<file path="src/design/strap_cfg_pkg.sv">
// Purpose: constants and carriers for the strap capture block
// Assumes: APB slave, 32-bit data, word-aligned registers
// Notes: offsets are byte addresses of aligned words
// Function
// - port-count strap low selects single port, high selects dual port
// - oscillator strap shown in bits 2:0 of device information
// - first interface strap pair shown in bits 5:4 of port one info
// - single port: first pair picks RS232, RS422, RS485; 11b unsupported
// - dual port without enable strap: first pair picks type of both ports
// - dual port with enable strap: second pair picks second port type
// - second interface strap pair shown in bits 5:4 of port two info
// - eight general pins: direction, output and input registers
// - toggle strap picks request-send, terminal-ready or enable outputs
// - drive EEPROM select, clock, data; sample EEPROM data on input
// - all transactions timed by the bus clock
// - reset input taken asynchronously on assert and release
// - interrupt request is level, active low, open drain
// - open-drain power event output requests a power change
// - dual port with enable strap: each port keeps its own line type
package strap_cfg_pkg;
   localparam logic [7:0] DEV_INFO_OFS = 8'h00;
   localparam logic [7:0] PORT0_INFO_OFS = 8'h04;
   localparam logic [7:0] PORT1_INFO_OFS = 8'h08;
   localparam logic [7:0] GP_DIR_OFS = 8'h0C;
   localparam logic [7:0] GP_OUT_OFS = 8'h10;
   localparam logic [7:0] GP_IN_OFS = 8'h14;
   localparam logic [7:0] EEPROM_OFS = 8'h18;
   localparam logic [7:0] EVENT_OFS = 8'h1C;
   // field positions
   localparam int OSC_LSB = 0;
   localparam int MODE_BIT = 3;
   localparam int ALLEN_BIT = 4;
   localparam int TOGGLE_LSB = 8;
   localparam int IF_LSB = 4;
   localparam int EE_SEL_BIT = 0;
   localparam int EE_CLK_BIT = 1;
   localparam int EE_DO_BIT = 2;
   localparam int EE_DI_BIT = 3;
   localparam int INT_BIT = 0;
   localparam int PME_BIT = 1;
   // cycles after reset release before the straps are taken
   localparam logic [1:0] CAPTURE_DELAY = 2'h2;
   localparam logic [7:0] GP_DIR_RESET = 8'h00;
   localparam logic [7:0] GP_OUT_RESET = 8'h00;

   typedef struct packed {
      logic portSel;
      logic allEn;
      logic [2:0] osc;
      logic [1:0] lineIf0;
      logic [1:0] lineIf1;
      logic [1:0] toggleSel;
   } strap_s;

   typedef struct packed {
      logic psel;
      logic penable;
      logic pwrite;
      logic [7:0] paddr;
      logic [31:0] pwdata;
   } apb_req_s;

   typedef struct packed {
      logic pready;
      logic pslverr;
      logic [31:0] prdata;
   } apb_rsp_s;
endpackage : strap_cfg_pkg

</file>
<file path="src/design/strap_mode_config_capture.sv">
// Purpose: capture board straps, report them over APB, run loose pins
// Assumes: straps and pins asynchronous; one clock core_clk
// Notes: one wait state on every APB access
`timescale 1ns/1ps
`default_nettype none
module strap_mode_config_capture #(
   parameter int GP_W = 8
) (
   // clock and reset
   input wire logic core_clk,
   input wire logic rst,
   // register bus
   input wire strap_cfg_pkg::apb_req_s apbReq,
   output logic apbPready,
   output logic apbPslverr,
   output logic [31:0] apbPrdata,
   // board straps
   input wire strap_cfg_pkg::strap_s straps,
   // resolved configuration
   output logic dualPortMode,
   output logic [1:0] portType0,
   output logic [1:0] portType1,
   output logic [1:0] toggleSource,
   output logic [2:0] oscCode,
   // general pins
   input wire logic [GP_W-1:0] gpIn,
   output logic [GP_W-1:0] gpOut,
   output logic [GP_W-1:0] gpOe,
   // serial eeprom
   input wire logic eepromDataIn,
   output logic eepromSelect,
   output logic eepromSerialClock,
   output logic eepromDataOut,
   // open-drain requests
   output logic intOut,
   output logic intOe,
   output logic pmeOut,
   output logic pmeOe
);
   localparam int SYNC_W = $bits(strap_cfg_pkg::strap_s) + GP_W + 1;

   // ************************************************
   // state
   // ************************************************
   typedef struct packed {
      logic [SYNC_W-1:0] sync1;
      logic [SYNC_W-1:0] sync2;
      logic [1:0] capCnt;
      logic capDone;
      strap_cfg_pkg::strap_s cap;
      logic [1:0] type1;
      logic [GP_W-1:0] gpDir;
      logic [GP_W-1:0] gpOutReg;
      logic eeSel;
      logic eeClk;
      logic eeDo;
      logic intReq;
      logic pmeReq;
      strap_cfg_pkg::apb_rsp_s rsp;
   } state_s;

   state_s st;
   state_s next_st;
   strap_cfg_pkg::strap_s liveStraps;
   logic [GP_W-1:0] liveGp;
   logic liveEe;
   logic access;

   // ************************************************
   // decode
   // ************************************************
   function automatic logic isMapped(input logic [7:0] a);
      unique case (a)
         strap_cfg_pkg::DEV_INFO_OFS,
         strap_cfg_pkg::PORT0_INFO_OFS,
         strap_cfg_pkg::PORT1_INFO_OFS,
         strap_cfg_pkg::GP_DIR_OFS,
         strap_cfg_pkg::GP_OUT_OFS,
         strap_cfg_pkg::GP_IN_OFS,
         strap_cfg_pkg::EEPROM_OFS,
         strap_cfg_pkg::EVENT_OFS: isMapped = 1'b1;
         default: isMapped = 1'b0;
      endcase
   endfunction : isMapped

   function automatic logic [31:0] regRead(
      input logic [7:0] a,
      input state_s s,
      input logic [GP_W-1:0] gp,
      input logic ee
   );
      logic [31:0] d;
      d = 32'h0000_0000;
      unique case (a)
         strap_cfg_pkg::DEV_INFO_OFS: begin
            d[strap_cfg_pkg::OSC_LSB +: 3] = s.cap.osc;
            d[strap_cfg_pkg::MODE_BIT] = s.cap.portSel;
            d[strap_cfg_pkg::ALLEN_BIT] = s.cap.allEn;
            d[strap_cfg_pkg::TOGGLE_LSB +: 2] = s.cap.toggleSel;
         end
         strap_cfg_pkg::PORT0_INFO_OFS: begin
            d[strap_cfg_pkg::IF_LSB +: 2] = s.cap.lineIf0;
         end
         strap_cfg_pkg::PORT1_INFO_OFS: begin
            d[strap_cfg_pkg::IF_LSB +: 2] = s.cap.lineIf1;
         end
         strap_cfg_pkg::GP_DIR_OFS: d[GP_W-1:0] = s.gpDir;
         strap_cfg_pkg::GP_OUT_OFS: d[GP_W-1:0] = s.gpOutReg;
         strap_cfg_pkg::GP_IN_OFS: d[GP_W-1:0] = gp;
         strap_cfg_pkg::EEPROM_OFS: begin
            d[strap_cfg_pkg::EE_SEL_BIT] = s.eeSel;
            d[strap_cfg_pkg::EE_CLK_BIT] = s.eeClk;
            d[strap_cfg_pkg::EE_DO_BIT] = s.eeDo;
            d[strap_cfg_pkg::EE_DI_BIT] = ee;
         end
         strap_cfg_pkg::EVENT_OFS: begin
            d[strap_cfg_pkg::INT_BIT] = s.intReq;
            d[strap_cfg_pkg::PME_BIT] = s.pmeReq;
         end
         default: d = 32'h0000_0000;
      endcase
      regRead = d;
   endfunction : regRead

   // ************************************************
   // next state
   // ************************************************
   assign liveStraps = st.sync2[SYNC_W-1 -: $bits(strap_cfg_pkg::strap_s)];
   assign liveGp = st.sync2[GP_W:1];
   assign liveEe = st.sync2[0];
   assign access = apbReq.psel & apbReq.penable & ~st.rsp.pready;

   always_comb begin
      next_st = st;
      // pins are asynchronous, so two stages before any use
      next_st.sync1 = {straps, gpIn, eepromDataIn};
      next_st.sync2 = st.sync1;

      // take straps once the synchroniser has refilled after reset
      if (!st.capDone) begin
         if (st.capCnt == strap_cfg_pkg::CAPTURE_DELAY) begin
            next_st.capDone = 1'b1;
            next_st.cap = liveStraps;
            // second port follows its own pair only in full mode
            if (liveStraps.portSel && liveStraps.allEn) begin
               next_st.type1 = liveStraps.lineIf1;
            end else begin
               next_st.type1 = liveStraps.lineIf0;
            end
         end else begin
            next_st.capCnt = st.capCnt + 2'h1;
         end
      end

      // one wait state: answer in the second access cycle
      next_st.rsp.pready = access;
      next_st.rsp.pslverr = access & ~isMapped(apbReq.paddr);
      next_st.rsp.prdata = 32'h0000_0000;
      if (access && !apbReq.pwrite) begin
         next_st.rsp.prdata = regRead(apbReq.paddr, st, liveGp, liveEe);
      end

      if (access && apbReq.pwrite) begin
         unique case (apbReq.paddr)
            strap_cfg_pkg::GP_DIR_OFS: begin
               next_st.gpDir = apbReq.pwdata[GP_W-1:0];
            end
            strap_cfg_pkg::GP_OUT_OFS: begin
               next_st.gpOutReg = apbReq.pwdata[GP_W-1:0];
            end
            strap_cfg_pkg::EEPROM_OFS: begin
               next_st.eeSel = apbReq.pwdata[strap_cfg_pkg::EE_SEL_BIT];
               next_st.eeClk = apbReq.pwdata[strap_cfg_pkg::EE_CLK_BIT];
               next_st.eeDo = apbReq.pwdata[strap_cfg_pkg::EE_DO_BIT];
            end
            strap_cfg_pkg::EVENT_OFS: begin
               next_st.intReq = apbReq.pwdata[strap_cfg_pkg::INT_BIT];
               next_st.pmeReq = apbReq.pwdata[strap_cfg_pkg::PME_BIT];
            end
            default: begin
               next_st.intReq = st.intReq;
            end
         endcase
      end
   end

   // ************************************************
   // registers
   // ************************************************
   always_ff @(posedge core_clk or posedge rst) begin
      if (rst) begin
         st <= '0;
         st.gpDir <= strap_cfg_pkg::GP_DIR_RESET;
         st.gpOutReg <= strap_cfg_pkg::GP_OUT_RESET;
      end else begin
         st <= next_st;
      end
   end

   // ************************************************
   // outputs, all straight from flops except intOut and pmeOut, tied low
   // ************************************************
   assign apbPready = st.rsp.pready;
   assign apbPslverr = st.rsp.pslverr;
   assign apbPrdata = st.rsp.prdata;
   assign dualPortMode = st.cap.portSel;
   assign portType0 = st.cap.lineIf0;
   assign portType1 = st.type1;
   assign toggleSource = st.cap.toggleSel;
   assign oscCode = st.cap.osc;
   assign gpOut = st.gpOutReg;
   assign gpOe = st.gpDir;
   assign eepromSelect = st.eeSel;
   assign eepromSerialClock = st.eeClk;
   assign eepromDataOut = st.eeDo;
   // open drain: only ever pull low, enable carries the request
   assign intOut = 1'b0;
   assign intOe = st.intReq;
   assign pmeOut = 1'b0;
   assign pmeOe = st.pmeReq;

   // ************************************************
   // assertions
   // ************************************************
   property p_hold;
      @(posedge core_clk) disable iff (rst)
      st.capDone |=> $stable(st.cap) && st.capDone;
   endproperty
   a_hold: assert property (p_hold)
      else $error("captured straps changed");

   property p_capTime;
      @(posedge core_clk) disable iff (rst)
      $rose(st.capCnt == strap_cfg_pkg::CAPTURE_DELAY) |=> st.capDone;
   endproperty
   a_capTime: assert property (p_capTime)
      else $error("strap capture late");

   property p_mode;
      @(posedge core_clk) disable iff (rst)
      $rose(st.capDone) |-> dualPortMode == $past(liveStraps.portSel);
   endproperty
   a_mode: assert property (p_mode)
      else $error("port mode not from strap");

   property p_osc;
      @(posedge core_clk) disable iff (rst)
      access && !apbReq.pwrite &&
      apbReq.paddr == strap_cfg_pkg::DEV_INFO_OFS
      |=> apbPready && apbPrdata[2:0] == oscCode;
   endproperty
   a_osc: assert property (p_osc)
      else $error("oscillator code misread");

   property p_if0;
      @(posedge core_clk) disable iff (rst)
      access && !apbReq.pwrite &&
      apbReq.paddr == strap_cfg_pkg::PORT0_INFO_OFS
      |=> apbPrdata[5:4] == portType0 && apbPrdata[3:0] == 4'h0;
   endproperty
   a_if0: assert property (p_if0)
      else $error("port one info misread");

   property p_if1;
      @(posedge core_clk) disable iff (rst)
      access && !apbReq.pwrite &&
      apbReq.paddr == strap_cfg_pkg::PORT1_INFO_OFS
      |=> apbPrdata[5:4] == st.cap.lineIf1;
   endproperty
   a_if1: assert property (p_if1)
      else $error("port two info misread");

   property p_type1;
      @(posedge core_clk) disable iff (rst)
      st.capDone |-> portType1 ==
      ((st.cap.portSel && st.cap.allEn) ? st.cap.lineIf1 : portType0);
   endproperty
   a_type1: assert property (p_type1)
      else $error("second port type wrong");

   property p_gp;
      @(posedge core_clk) disable iff (rst)
      access && apbReq.pwrite &&
      apbReq.paddr == strap_cfg_pkg::GP_OUT_OFS
      |=> gpOut == $past(apbReq.pwdata[GP_W-1:0]);
   endproperty
   a_gp: assert property (p_gp)
      else $error("general output not written");

   property p_ee;
      @(posedge core_clk) disable iff (rst)
      access && apbReq.pwrite &&
      apbReq.paddr == strap_cfg_pkg::EEPROM_OFS
      |=> eepromSelect == $past(apbReq.pwdata[0]) &&
      eepromSerialClock == $past(apbReq.pwdata[1]);
   endproperty
   a_ee: assert property (p_ee)
      else $error("eeprom pins not written");

   property p_rdy;
      @(posedge core_clk) disable iff (rst)
      apbPready |-> $past(access) ##1 !apbPready;
   endproperty
   a_rdy: assert property (p_rdy)
      else $error("ready longer than one cycle");

   property p_int;
      @(posedge core_clk) disable iff (rst)
      access && apbReq.pwrite &&
      apbReq.paddr == strap_cfg_pkg::EVENT_OFS
      |=> intOe == $past(apbReq.pwdata[0]) && !intOut &&
      pmeOe == $past(apbReq.pwdata[1]);
   endproperty
   a_int: assert property (p_int)
      else $error("request pins not written");

   property p_tog;
      @(posedge core_clk) disable iff (rst)
      access && !apbReq.pwrite &&
      apbReq.paddr == strap_cfg_pkg::DEV_INFO_OFS
      |=> apbPrdata[9:8] == toggleSource;
   endproperty
   a_tog: assert property (p_tog)
      else $error("toggle source misread");

   property p_err;
      @(posedge core_clk) disable iff (rst)
      access && !isMapped(apbReq.paddr)
      |=> apbPslverr && apbPrdata == 32'h0000_0000;
   endproperty
   a_err: assert property (p_err)
      else $error("unmapped access not refused");

   property p_gpDir;
      @(posedge core_clk) disable iff (rst)
      access && apbReq.pwrite &&
      apbReq.paddr == strap_cfg_pkg::GP_DIR_OFS
      |=> gpOe == $past(apbReq.pwdata[GP_W-1:0]);
   endproperty
   a_gpDir: assert property (p_gpDir)
      else $error("general direction not written");

   property p_gpIn;
      @(posedge core_clk) disable iff (rst)
      access && !apbReq.pwrite &&
      apbReq.paddr == strap_cfg_pkg::GP_IN_OFS
      |=> apbPrdata[GP_W-1:0] == $past(liveGp);
   endproperty
   a_gpIn: assert property (p_gpIn)
      else $error("general input misread");

   // reserved codes must come through untouched, not be mapped away
   property p_capSrc;
      @(posedge core_clk) disable iff (rst)
      $rose(st.capDone) |-> oscCode == $past(liveStraps.osc) &&
      portType0 == $past(liveStraps.lineIf0) &&
      toggleSource == $past(liveStraps.toggleSel);
   endproperty
   a_capSrc: assert property (p_capSrc)
      else $error("straps not passed unchanged");

endmodule : strap_mode_config_capture
`default_nettype wire

</file>
<file path="config.mk">
export PLATFORM = sky130hd
export DESIGN_NAME = strap_mode_config_capture
export DESIGN_NICKNAME = d
export VERILOG_FILES = /design/src/design/strap_cfg_pkg.sv /design/src/design/strap_mode_config_capture.sv
export SDC_FILE = /design/constraint.sdc
export NUM_CORES = 1
export LEC_CHECK = 0
export ABC_CLOCK_PERIOD_IN_PS = 4800
export CAP_MARGIN = 20
export CORE_MARGIN = 8
export CORE_UTILIZATION = 51
export CTS_CLUSTER_SIZE = 24
export DETAILED_ROUTE_END_ITERATION = 8
export DONT_BUFFER_PORTS = 1
export GPL_TIMING_DRIVEN = 0
export PLACE_DENSITY_LB_ADDON = 0.3
export SYNTH_ARGS = -nofsm -noshare
export SYNTH_HDL_FRONTEND = slang
export SYNTH_SLANG_ARGS = --single-unit
</file>
<file path="constraint.sdc">
create_clock -name core_clk -period 4.8 [get_ports core_clk]
set_clock_uncertainty 0.2 [all_clocks]
set_input_delay 0.96 -clock core_clk [delete_from_list [all_inputs] [get_ports core_clk]]
set_output_delay 0.96 -clock core_clk [all_outputs]
set_load 0.05 [all_outputs]
</file>
# Yosys cells after proc, flatten, opt, wreduce, memory -nomap -nowiden
# Memory sizes are Yosys's and may differ from the RTL's.
# Index checks and enable logic that the tools add are counted.
# W data, S select, Z words.
dict set report word_totals {
  word_cells 61
  rom_bits 32
  in_bits 65
  ff_bits 111
  n_memories 1
}
dict set report classes {
  eq_ne 8
  mux 11
  reduce_logical 12
  bitwise_logic 7
  n_addsub 1
}
# name words width rd rd_ports_with_merged_regs wr line_no
set memory_table {}
lappend memory_table {{(name not given)} 32 1 1 0 0 strap_mode_config_capture.sv:73} ;# unique case (a)
# op count
set ops {}
lappend ops {{$eq A8 B5 Y1 const B} 4}
lappend ops {{$mux W14} 2}
lappend ops {{$eq A8 B4 Y1 const B} 2}
lappend ops {{$pmux W2 S6} 1}
lappend ops {{$reduce_and A2 Y1} 6}
lappend ops {{$mux W10} 1}
lappend ops {{$pmux W2 S5} 1}
lappend ops {{$eq A8 B3 Y1 const B} 1}
lappend ops {{$logic_not A8 Y1} 1}
lappend ops {{$pmux W1 S6} 1}
lappend ops {{$pmux W2 S3} 1}
lappend ops {{$pmux W1 S5} 1}
lappend ops {{$mux W2} 2}
lappend ops {{$not A1 Y1} 4}
lappend ops {{$and A1 B1 Y1} 3}
lappend ops {{$logic_and A1 B1 Y1} 3}
lappend ops {{$logic_not A3 Y1} 1}
lappend ops {{$add A2 B1 Y2 const B} 1}
lappend ops {{$eq A2 B2 Y1 const B} 1}
lappend ops {{$logic_not A1 Y1} 1}
lappend ops {{$mux W1} 1}

# Logic depth before layout (Yosys ltp)
# Gate-level depths: netlist of run 1.
dict set report logic_depth {
  word_depth 4
  mapped_depth 7
}

# Worst setup path before layout of run 1
# No wires, ideal clock.
dict set report synth_timing {
  path_type {input-to-reg}
  from {in apbReq[37] in the netlist's numbering}
  to {reg st, in the netlist gpOe[0]}
  cell_stages 4
  t_arrival_ps 2396
  t_required_ps 4475
  setup_slack_ps 2079
  path_cell_list {or4_1 buf_2 nor4_4 mux2_2}
}
dict set report synth_via {
  elab_chain_cells 2
}
# item line_no
set synth_rtl {}
lappend synth_rtl {{start, declared} strap_mode_config_capture.sv:13} ;# input wire strap_cfg_pkg::apb_req_s apbReq,
lappend synth_rtl {{$eq A8 B4 Y1} strap_mode_config_capture.sv:164} ;# unique case (apbReq.paddr)
lappend synth_rtl {{$reduce_and A2 Y1 (no source line)} n/a}
lappend synth_rtl {{end signal, assigned} strap_mode_config_capture.sv:196} ;# st <= next_st;
lappend synth_rtl {{end, declared} strap_mode_config_capture.sv:62} ;# state_s st;
# No other way between the ends.
# A chain may end at the register's enable or synchronous reset.

# Final worst setup path of run 1
dict set report layout_timing {
  from {in apbReq[37] in the netlist's numbering}
  to {reg st, in the netlist gpOe[3]}
}
# Same word-level chain as after synthesis.

==> reports/qor.txt, run 1 <==
outcome - complete, no violations
Initial Util - 52.0%
Post-synth top cells - 89 x dfrtp_1, 59 x buf_4, 36 x mux2_2, 8 x nor2_1
fill cell count - 580
period utilization - 55.2%
WL/cell - 17.9 µm
Placer Congestion - 0.834
Post-Syn Area - 3730 µm²
dominant synthesized flop cell - dfrtp_1
largest net degree at the start of global routing - 52
CP max FO - 8
sequential fraction of the synthesis area - 59.7%
largest area contributor in the netlist - dfrtp_1
clk buf depth - 2
final hold slack - 0.150 ns
Final Util - 58.7%
EDFF count, synth - 0
die area - 10300 µm²
total number of vias - 2063
Worst EP arrival - 2.68 ns
area delta synth->final - 12.9%
fin. max-slew vios - 0
CTS H-tree depth - 3
# resized after CTS - 0
FF+latch count, synth - 89
CTS clk-pin slew, worst paths - 0.09 ns
clk sinks - 89
synth warn - 0
Yosys cell types - 43
Max Cap Viol - 0
Die Ht - 102 µm
remaining antenna violation count - 0
worst vdd ir - 269 µV
Clock Latency Late Sink - 0.35 ns
Global Route Usage Sum - 15.3%
DIE WIDTH - 102 µm
kind of end point of the critical path - register
Clk Tree Root Cell - clkbuf_8
Num CTS Buffers - 9
crit path launch type - primary input
worst hold path class - register to register
Ports - 132
share of layout cells above drive strength 1 - 39.6%
f_max - 377 MHz
DRC errors left - 0
synth top area cells - dfrtp_1 60%, buf_4 12%, mux2_2 11%
Post-Syn Instances - 278
CTS Hold Buffers Added - 0
nets - 379
sum of negative setup slack - 0 ns
Static Leak - 2.06 nW
Yosys top cell area share - 59.7%
Total Power - 1.55 mW
postcts setup bufs - 0
WP data required - 4.84 ns
final setup vio count - 0
Pre-antenna DRT Iters - 4
Congestion Overflow GR - 0
Vias/cell - 4.95
P per Cell Area - 368 nW/µm²
final WL - 7450 µm
Avg Cell Area, Syn - 13.4 µm²
Async S/R FF share, synth - 100%
top-count cell post-synth - dfrtp_1
initial DRC count - 96
Buffers on Ports - 0
RSZ-0062 raised after global routing - no
final critical-path required period - 2.65 ns
Slew HR - 51.4%
Crit Path Category - primary input to register
CORE AREA - 7180 µm²
diode count - 0
post-DP HPWL - 5710 µm
global-route wire length before repair - 11700 µm
vias in the first global route - 2164
initial antenna violation count - 1
Slew @ Worst Pin - 0.724 ns
Rows - 31
final hold violation count - 0
TritonCTS clock tree - yes
==> cells in the final DEF, fill, tap and decap left out, types with 2 or more instances in the layout <==
master     count
a211oi_1       4
a21oi_1        4
a31oi_1        3
a32oi_1        2
and2_1         2
and2b_2        2
and3_1         3
buf_4         59
bufinv_16      3
clkbuf_1       7
clkbuf_2       2
clkbuf_8      12
conb_1        24
dfrtp_1       89
inv_1          4
mux2_2        36
mux2i_1        5
mux4_2         2
nand2_1        6
nand3_1        2
nand4_1        3
nor2_1         8
nor2b_1        3
nor4_1         3
nor4bb_1       2
o21ai_0        3
or4_1          3
==> power breakdown <==
group          leakage, nW  switching [mW]  internal (mW)
combinational        0.832           0.104         0.0459
sequential            1.11          0.0192          0.775
clock                0.117           0.258          0.349
total                 2.06           0.381           1.17
==> per-layer routing <==
layer  GRT usage, %  up-vias  share of wire [%]
li1               -      952                  -
met1           17.5     1014                 38
met2           24.1       84                 49
met3           7.08       11                 11
met4           6.19        2                1.6
met5              0        -               0.15
==> metrics by stage <==
step / area (µm²) / setup slack [ns] / cells
after floorplan: 3820 / 1.33 / 301
after global placement: 3940 / 0.554 / 400
after detailed placement: 3970 / 1.76 / 401
after CTS: 4220 / 2.13 / 417
after global routing: 4220 / 2.07 / 417
final: 4220 / 2.15 / 417
==> worst max-delay path, cell delays in order <==
cell    delay [ns]
or4_1         0.51
buf_2         0.18
nor4_4        0.62
mux2_2        0.41
==> final cells by class <==
cell class | instances | area, µm² | share of cell area [%]
multi-input combinational | 136 | 1050 | 24.9
clock inverter | 6 | 115 | 2.73
inverter | 5 | 21.3 | 0.505
sequential | 89 | 2230 | 52.8
timing repair buffer | 1 | 27.5 | 0.653
clock buffer | 10 | 128 | 3.03
tap | 99 | 124 | 2.94
buffer | 71 | 522 | 12.4
==> sequential cells by signal, indices dropped and copies added, names as in the netlist, 2 cells and up <==
signal        flops
gpOut             8
portType1         2
gpOe              8
st                6
next_st          20
oscCode           3
portType0         2
liveGp            8
apbPrdata        10
liveStraps       11
toggleSource      2
==> worst paths after layout <==
kind                                       startpoint                 endpoint  slack (ns)  cells past startpoint
worst max-delay path                       apbReq[37]      gpOe[3]$_DFFE_PP0P_        2.15                      4
worst min-delay path            next_st[83]$_DFF_PP0_  liveStraps[3]$_DFF_PP0_        0.15                      0
worst max register to register    apbPready$_DFF_PP0_     gpOut[6]$_DFFE_PP0P_        2.22                      3
worst min register to register  next_st[83]$_DFF_PP0_  liveStraps[3]$_DFF_PP0_        0.15                      0
max in group asynchronous                         rst        intOe$_DFFE_PP0P_        3.50                      2
min in group asynchronous                         rst  liveStraps[5]$_DFF_PP0_        0.30                      1
==> cell families after synthesis <==
family,synth area share [%]
other,0.100
AOI/OAI and AO/OA,4.19
DFF,59.7
xor gates and xnor gates,0.235
buffers and inverters,14.5
adders and majority gates,0.335
and+or+nand+nor,7.58
muxes,13.4
Note: power is estimated with default switching activity, not from simulation.
==> run 2: changes to the inputs <==
ABC_AREA = 1   (was not set)
ABC_CLOCK_PERIOD_IN_PS = 2700   (was 4800)
clock period = 2.7 ns   (was 4.8 ns; I/O delays follow)
==> run 2 against run 1 <==
Net effect:
- register-to-register slack got worse by 1.3 ns
- synthesized cell count rose by 41%
- cell area increased by 11%
- non-clock buffer count increased by 17
- total power increased by 73%
- largest cell class unchanged
==> reports/qor.txt, run 2 <==
clk sinks - 89 (unchanged)
most frequent cells in the layout - 89 x dfrtp_1, 88 x nand2_1, 60 x buf_4
adder-cell share of the synthesized area - 0.313% (-0.022 points)
worst vdd ir - 414 µV (+54%)
WL/cell - 14.8 µm (-17%)
largest family of logic cells by synthesized area - simple AND/OR/NAND/NOR gates
gr busiest metal - met2
xor/xnor cell area share of the yosys netlist - 0.219% (-0.016 points)
pre-CTS setup slack - 0.902 ns (-0.855 ns)
outcome - complete, no violations
remaining antenna violation count - 0 (unchanged)
fill cell count - 666 (+15%)
clk buf depth - 2 (unchanged)
Yosys cell types - 26 (-40%)
Slew @ Worst Pin - 0.570 ns (-0.154 ns)
diode count - 0 (unchanged)
vias in the first global route - 2687 (+24%)
postcts setup bufs - 0 (unchanged)
sequential fraction of the synthesis area - 55.7% (-4.0 points)
f_max - 550 MHz
Congestion Overflow GR - 0 (unchanged)
largest area contributor in the netlist - dfrtp_1
worst hold path class - primary input to register
area delta synth->final - 17.2%
period utilization - 67.4%
RSZ-0062 raised after global routing - no
Buffers on Ports - 0 (unchanged)
CTS clk-pin slew, worst paths - 0.10 ns (about the same)
nets - 514 (+36%)
CTS H-tree depth - 3 (unchanged)
Total Power - 2.69 mW (+73%)
final WL - 8200 µm (+10%)
dpl cells - 518 (+29%)
P per Cell Area - 574 nW/µm² (+56%)
synth top area cells - dfrtp_1 56%, buf_4 11%, nand2_1 8.3%
kind of end point of the critical path - primary output
Post-Syn Instances - 391 (+41%)
Die Ht - 105 µm (+3.0%)
CP max FO - 3 (-5)
final setup vio count - 0 (unchanged)
final worst setup slack - 0.880 ns (-1.27 ns)
most common cell after layout, fill and taps aside - dfrtp_1
reg2reg setup slack - 0.89 ns (-1.33 ns)
TritonCTS clock tree - yes
Placed Area - 4260 µm² (+7.1%)
global-route wire length before repair - 13400 µm (+15%)
top-count cell post-synth - dfrtp_1
met1 Usage GRT - 18.1% (+0.63 points)
share of layout cells above drive strength 1 - 29.6% (-10 points)
Clk Tree Root Cell - clkbuf_8
WP data required - 1.96 ns (-2.88 ns)
EDFF count, synth - 0 (unchanged)
Pre-antenna DRT Iters - 4 (unchanged)
dominant synthesized flop cell - dfrtp_1
Num CTS Buffers - 9 (unchanged)
Design Area, Final - 4690 µm² (+11%)
DRC errors left - 0 (unchanged)
Async S/R FF share, synth - 100% (unchanged)
Max Cap Viol - 0 (unchanged)
final hold slack - 0.110 ns (-0.0407 ns)
Simple-Gate Fraction of Synth Area - 22.7% (+15 points)
routing usage on met3 - 6.27% (-0.81 points)
total number of vias - 2561 (+24%)
FF+latch count, synth - 89 (unchanged)
max reg flops - 20 (unchanged)
Rows - 32 (+3.2%)
fin. max-slew vios - 0 (unchanged)
Placer Congestion - 0.808 (-3.0%)
Avg Cell Area, Syn - 10.2 µm² (-24%)
Worst EP arrival - 1.08 ns (-1.60 ns)
Initial Util - 52.3% (+0.28 points)
Vias/cell - 4.61 (-6.7%)
multiplexer area fraction after synthesis - 0% (-13 points)
initial DRC count - 129 (+34%)
Final Util - 61.3% (+2.5 points)
sum of negative setup slack - 0 ns (unchanged)
post-DP HPWL - 6300 µm (+10%)
synth warn - 0 (unchanged)
final hold violation count - 0 (unchanged)
Crit Path Category - register to primary output
Clock Latency Late Sink - 0.36 ns (about the same)
CORE AREA - 7650 µm² (+6.6%)
final critical-path required period - 1.82 ns
met2 Resource Use GR - 25.1% (+0.95 points)
Static Leak - 2.45 nW (+19%)
Post-Syn Area - 4000 µm² (+7.1%)
crit path launch type - register
largest net degree at the start of global routing - 39 (-25%)
initial antenna violation count - 0 (-1)
Compound-Gate Fraction of Synth Area - 5.63% (+1.4 points)
Slew HR - 62.0% (+11 points)
Yosys top cell area share - 55.7% (-4.0 points)
Ports - 132 (unchanged)
Post-synth top cells - 89 x dfrtp_1, 88 x nand2_1, 60 x buf_4, 29 x nand3_1, 26 x inv_1
Global Route Usage Sum - 15.7% (+0.43 points)
Non-Filler Instances - 555 (+33%)
DIE WIDTH - 105 µm (+3.0%)
die area - 10900 µm² (+6.0%)
[run 2: changes by cell type after synthesis, moves of 7 or more]
cell,previous run,this run
nand2_1,6,88
mux2_2,36,0
nand3_1,2,29
inv_1,5,26
o21ai_2,0,16
nor2_1,8,21
nand2_2,0,10
nor2_4,0,7
[run 2: timing repair]
| action | in CTS | in global routing |
|---|---|---|
| hold buffers | 21 | 0 |
| endpoints found under the setup margin | 0 | 0 |
| endpoints found under the hold margin | 41 | 0 |
| gates resized for setup | 0 | 0 |
[run 2: cell families after synthesis]
kind of cell,Yosys count
buffers and inverters,96
AND/OR/NAND/NOR,171
other,1
AO/OA/AOI/OAI,32
XOR/XNOR,1
adder cells (fa/ha/maj),1
flip-flops,89
[run 2: final cells by class]
type	instances	area [µm²]	area share [%]
multi-input combinational	229	1240	26.5
sequential	89	2230	47.5
buffer	66	503	10.7
inverter	30	116	2.48
timing repair buffer	23	250	5.34
clock inverter	6	81.3	1.74
clock buffer	10	138	2.94
tap	102	128	2.72
[run 2: final timing paths]
path	endpoint	from	depth (start not counted)
min in group asynchronous	apbPslverr$_DFF_PP0_	rst	2
max in group asynchronous	pmeOe$_DFFE_PP0P_	rst	4
max reg2reg	gpOut[0]$_DFFE_PP0P_	apbPready$_DFF_PP0_	7
max	intOe	intOe$_DFFE_PP0P_	0
min reg2reg	liveGp[6]$_DFF_PP0_	next_st[78]$_DFF_PP0_	0
min	apbPslverr$_DFF_PP0_	apbReq[37]	2
[run 2: layer usage]
layer	vias up	share of wire, %
met5	-	0
met2	93	49
met3	4	9.7
li1	1255	-
met1	1209	41
met4	0	0.93
[run 2: power breakdown]
group          leakage, nW  switching (mW)  internal (mW)
Combinational         1.24           0.202         0.0864
Sequential            1.10          0.0377           1.38
Clock                0.113           0.507          0.478
==> run 3: changes to the inputs <==
ABC_CLOCK_PERIOD_IN_PS = 1900   (was 2700)
clock period = 1.9 ns   (was 2.7 ns; I/O delays follow)
==> run 3 against run 2 <==
Net effect:
- via count is 0.94% higher
- worst hold slack got worse by 0.098 ns
- worst setup slack worse by 0.71 ns
- cell area up 1.8%
- total power rose by 42%
- clock power grew 41%
- cell count is 1.4% higher
- global-route usage rose by 0.18 points
- register-to-register slack got worse by 0.70 ns
- critical path depth up 9
- core utilization rose by 1.1 points
- critical path type is now primary input to register
- largest power group unchanged
==> reports/qor.txt, run 3 (synthesis results as in run 2) <==
outcome - complete, no violations
max reg flops - 20 (unchanged)
Die Ht - 105 µm (unchanged)
Placer Congestion - 0.808 (unchanged)
RSZ-0062 raised after global routing - no
DRC errors left - 0 (unchanged)
Slew @ Worst Pin - 0.565 ns (-0.00494 ns)
Pre-antenna DRT Iters - 4 (unchanged)
Buffers on Ports - 0 (unchanged)
worst hold path class - primary input to register
pre-CTS setup slack - 0.102 ns (-0.800 ns)
Rows - 32 (unchanged)
nets - 522 (+1.6%)
P per Cell Area - 803 nW/µm² (+40%)
global-route wire length before repair - 13600 µm (+1.4%)
Initial Util - 52.3% (unchanged)
area delta synth->final - 19.3%
WP data required - 1.94 ns (-0.02 ns)
most frequent cells in the layout - 88 x nand2_1, 88 x dfrtp_1, 60 x buf_4
clk buf depth - 2 (unchanged)
final setup vio count - 0 (unchanged)
clk sinks - 89 (unchanged)
CTS clk-pin slew, worst paths - 0.09 ns (about the same)
Total Power - 3.83 mW (+42%)
Num CTS Buffers - 9 (unchanged)
Slew HR - 62.3% (+0.33 points)
CP delay by family, top - buffers and inverters
remaining antenna violation count - 0 (unchanged)
CORE AREA - 7650 µm² (unchanged)
Crit-path slowest cell - dlygate4sd3_1
initial DRC count - 123 (-4.7%)
fin. max-slew vios - 0 (unchanged)
Clk Tree Root Cell - clkbuf_8
Crit Path Category - primary input to register
TritonCTS clock tree - yes
CTS H-tree depth - 3 (unchanged)
Static Leak - 2.49 nW (+1.5%)
final worst setup slack - 0.167 ns (-0.714 ns)
largest net degree at the start of global routing - 39 (unchanged)
Clock Latency Late Sink - 0.36 ns (about the same)
period utilization - 91.2%
share of layout cells above drive strength 1 - 29.7% (+0.14 points)
worst vdd ir - 588 µV (+42%)
kind of end point of the critical path - register
Worst EP arrival - 1.77 ns (+0.69 ns)
vias in the first global route - 2724 (+1.4%)
diode count - 0 (unchanged)
final critical-path required period - 1.73 ns
crit path launch type - primary input
CP max FO - 10 (+7)
WL/cell - 14.7 µm (-0.59%)
Vias/cell - 4.59 (-0.50%)
final hold violation count - 0 (unchanged)
crit-path cells - dlygate4sd3_1, nand2_1, nor2_4, nand2_2, inv_2, nand2_4, buf_6, nand2_2, o21ai_2
initial antenna violation count - 0 (unchanged)
Ports - 132 (unchanged)
postcts setup bufs - 0 (unchanged)
total number of vias - 2585 (+0.94%)
Crit path largest cell delay - 0.52 ns
DIE WIDTH - 105 µm (unchanged)
f_max - 577 MHz
post-DP HPWL - 6300 µm (unchanged)
Global Route Usage Sum - 15.9% (+0.18 points)
final WL - 8270 µm (+0.84%)
most used cell, CP - nand2_2
Max Cap Viol - 0 (unchanged)
die area - 10900 µm² (unchanged)
Congestion Overflow GR - 0 (unchanged)
Worst Path Buf+Inv - 3
## run 3: per-layer routing
layer | track usage [%] | up-vias | part of all wire [%]
li1 | - | 1272 | -
met2 | 25.6 | 87 | 49
met1 | 18.2 | 1218 | 41
met4 | 7.34 | 0 | 1.3
met3 | 6.27 | 8 | 9.3
met5 | 0 | - | 0
## run 3: layout make-up
type	instances	area (µm²)
clock buffer	10	138
tap	102	128
buffer	66	504
multi-input combinational	229	1240
clock inverter	6	81.3
sequential	89	2230
inverter	30	116
timing repair buffer	31	330
fill	653	2880
## run 3: path summary, 6_finish.rpt
path                                       start  slack, ns                endpoint  cells after the start
setup / recovery                      apbReq[41]       0.17     gpOe[1]$_DFFE_PP0P_                      9
setup reg to reg             apbPready$_DFF_PP0_       0.19     gpOe[1]$_DFFE_PP0P_                      7
hold reg to reg            next_st[78]$_DFF_PP0_       0.15     liveGp[6]$_DFF_PP0_                      0
min in group asynchronous                    rst       0.32  apbPrdata[9]$_DFF_PP0_                      2
hold / removal                         apbReq[3]       0.01     gpOe[3]$_DFFE_PP0P_                      2
max in group asynchronous                    rst       0.41       pmeOe$_DFFE_PP0P_                      4
## run 3: timing repair
item / CTS / global route
gates resized for setup: 0 / 4
setup endpoints to repair: 0 / 11
endpoints found under the hold margin: 54 / 0
hold buffers: 29 / 0
## run 3: metrics by stage
| step | std cells | util (%) | TNS (ns) | area (µm²) | hold WS [ns] |
|---|---|---|---|---|---|
| floorplan | 414 | - | 0 | 4090 | 0.131 |
| global placement | 516 | 55.1 | -9.57 | 4220 | 0.133 |
| detailed placement | 518 | 55.7 | 0 | 4260 | 0.108 |
| CTS | 563 | 62.3 | 0 | 4770 | 0.000149 |
| global route | 563 | 62.4 | 0 | 4770 | 0.0164 |
| finish | 563 | 62.4 | 0 | 4770 | 0.0115 |
## run 3: worst register-to-register path, stage by stage, from the launching register on
cell	delay, ns
dfrtp_2	0.54
nor2_4	0.19
nand2_2	0.14
inv_2	0.15
nand2_4	0.10
buf_6	0.17
nand2_2	0.06
o21ai_2	0.04
## run 3: power breakdown
group          switching (mW)  internal [mW]  total, mW
registers              0.0537           1.96       2.01
logic                   0.290          0.134      0.424
clock network           0.716          0.678       1.39
total                    1.06           2.77       3.83
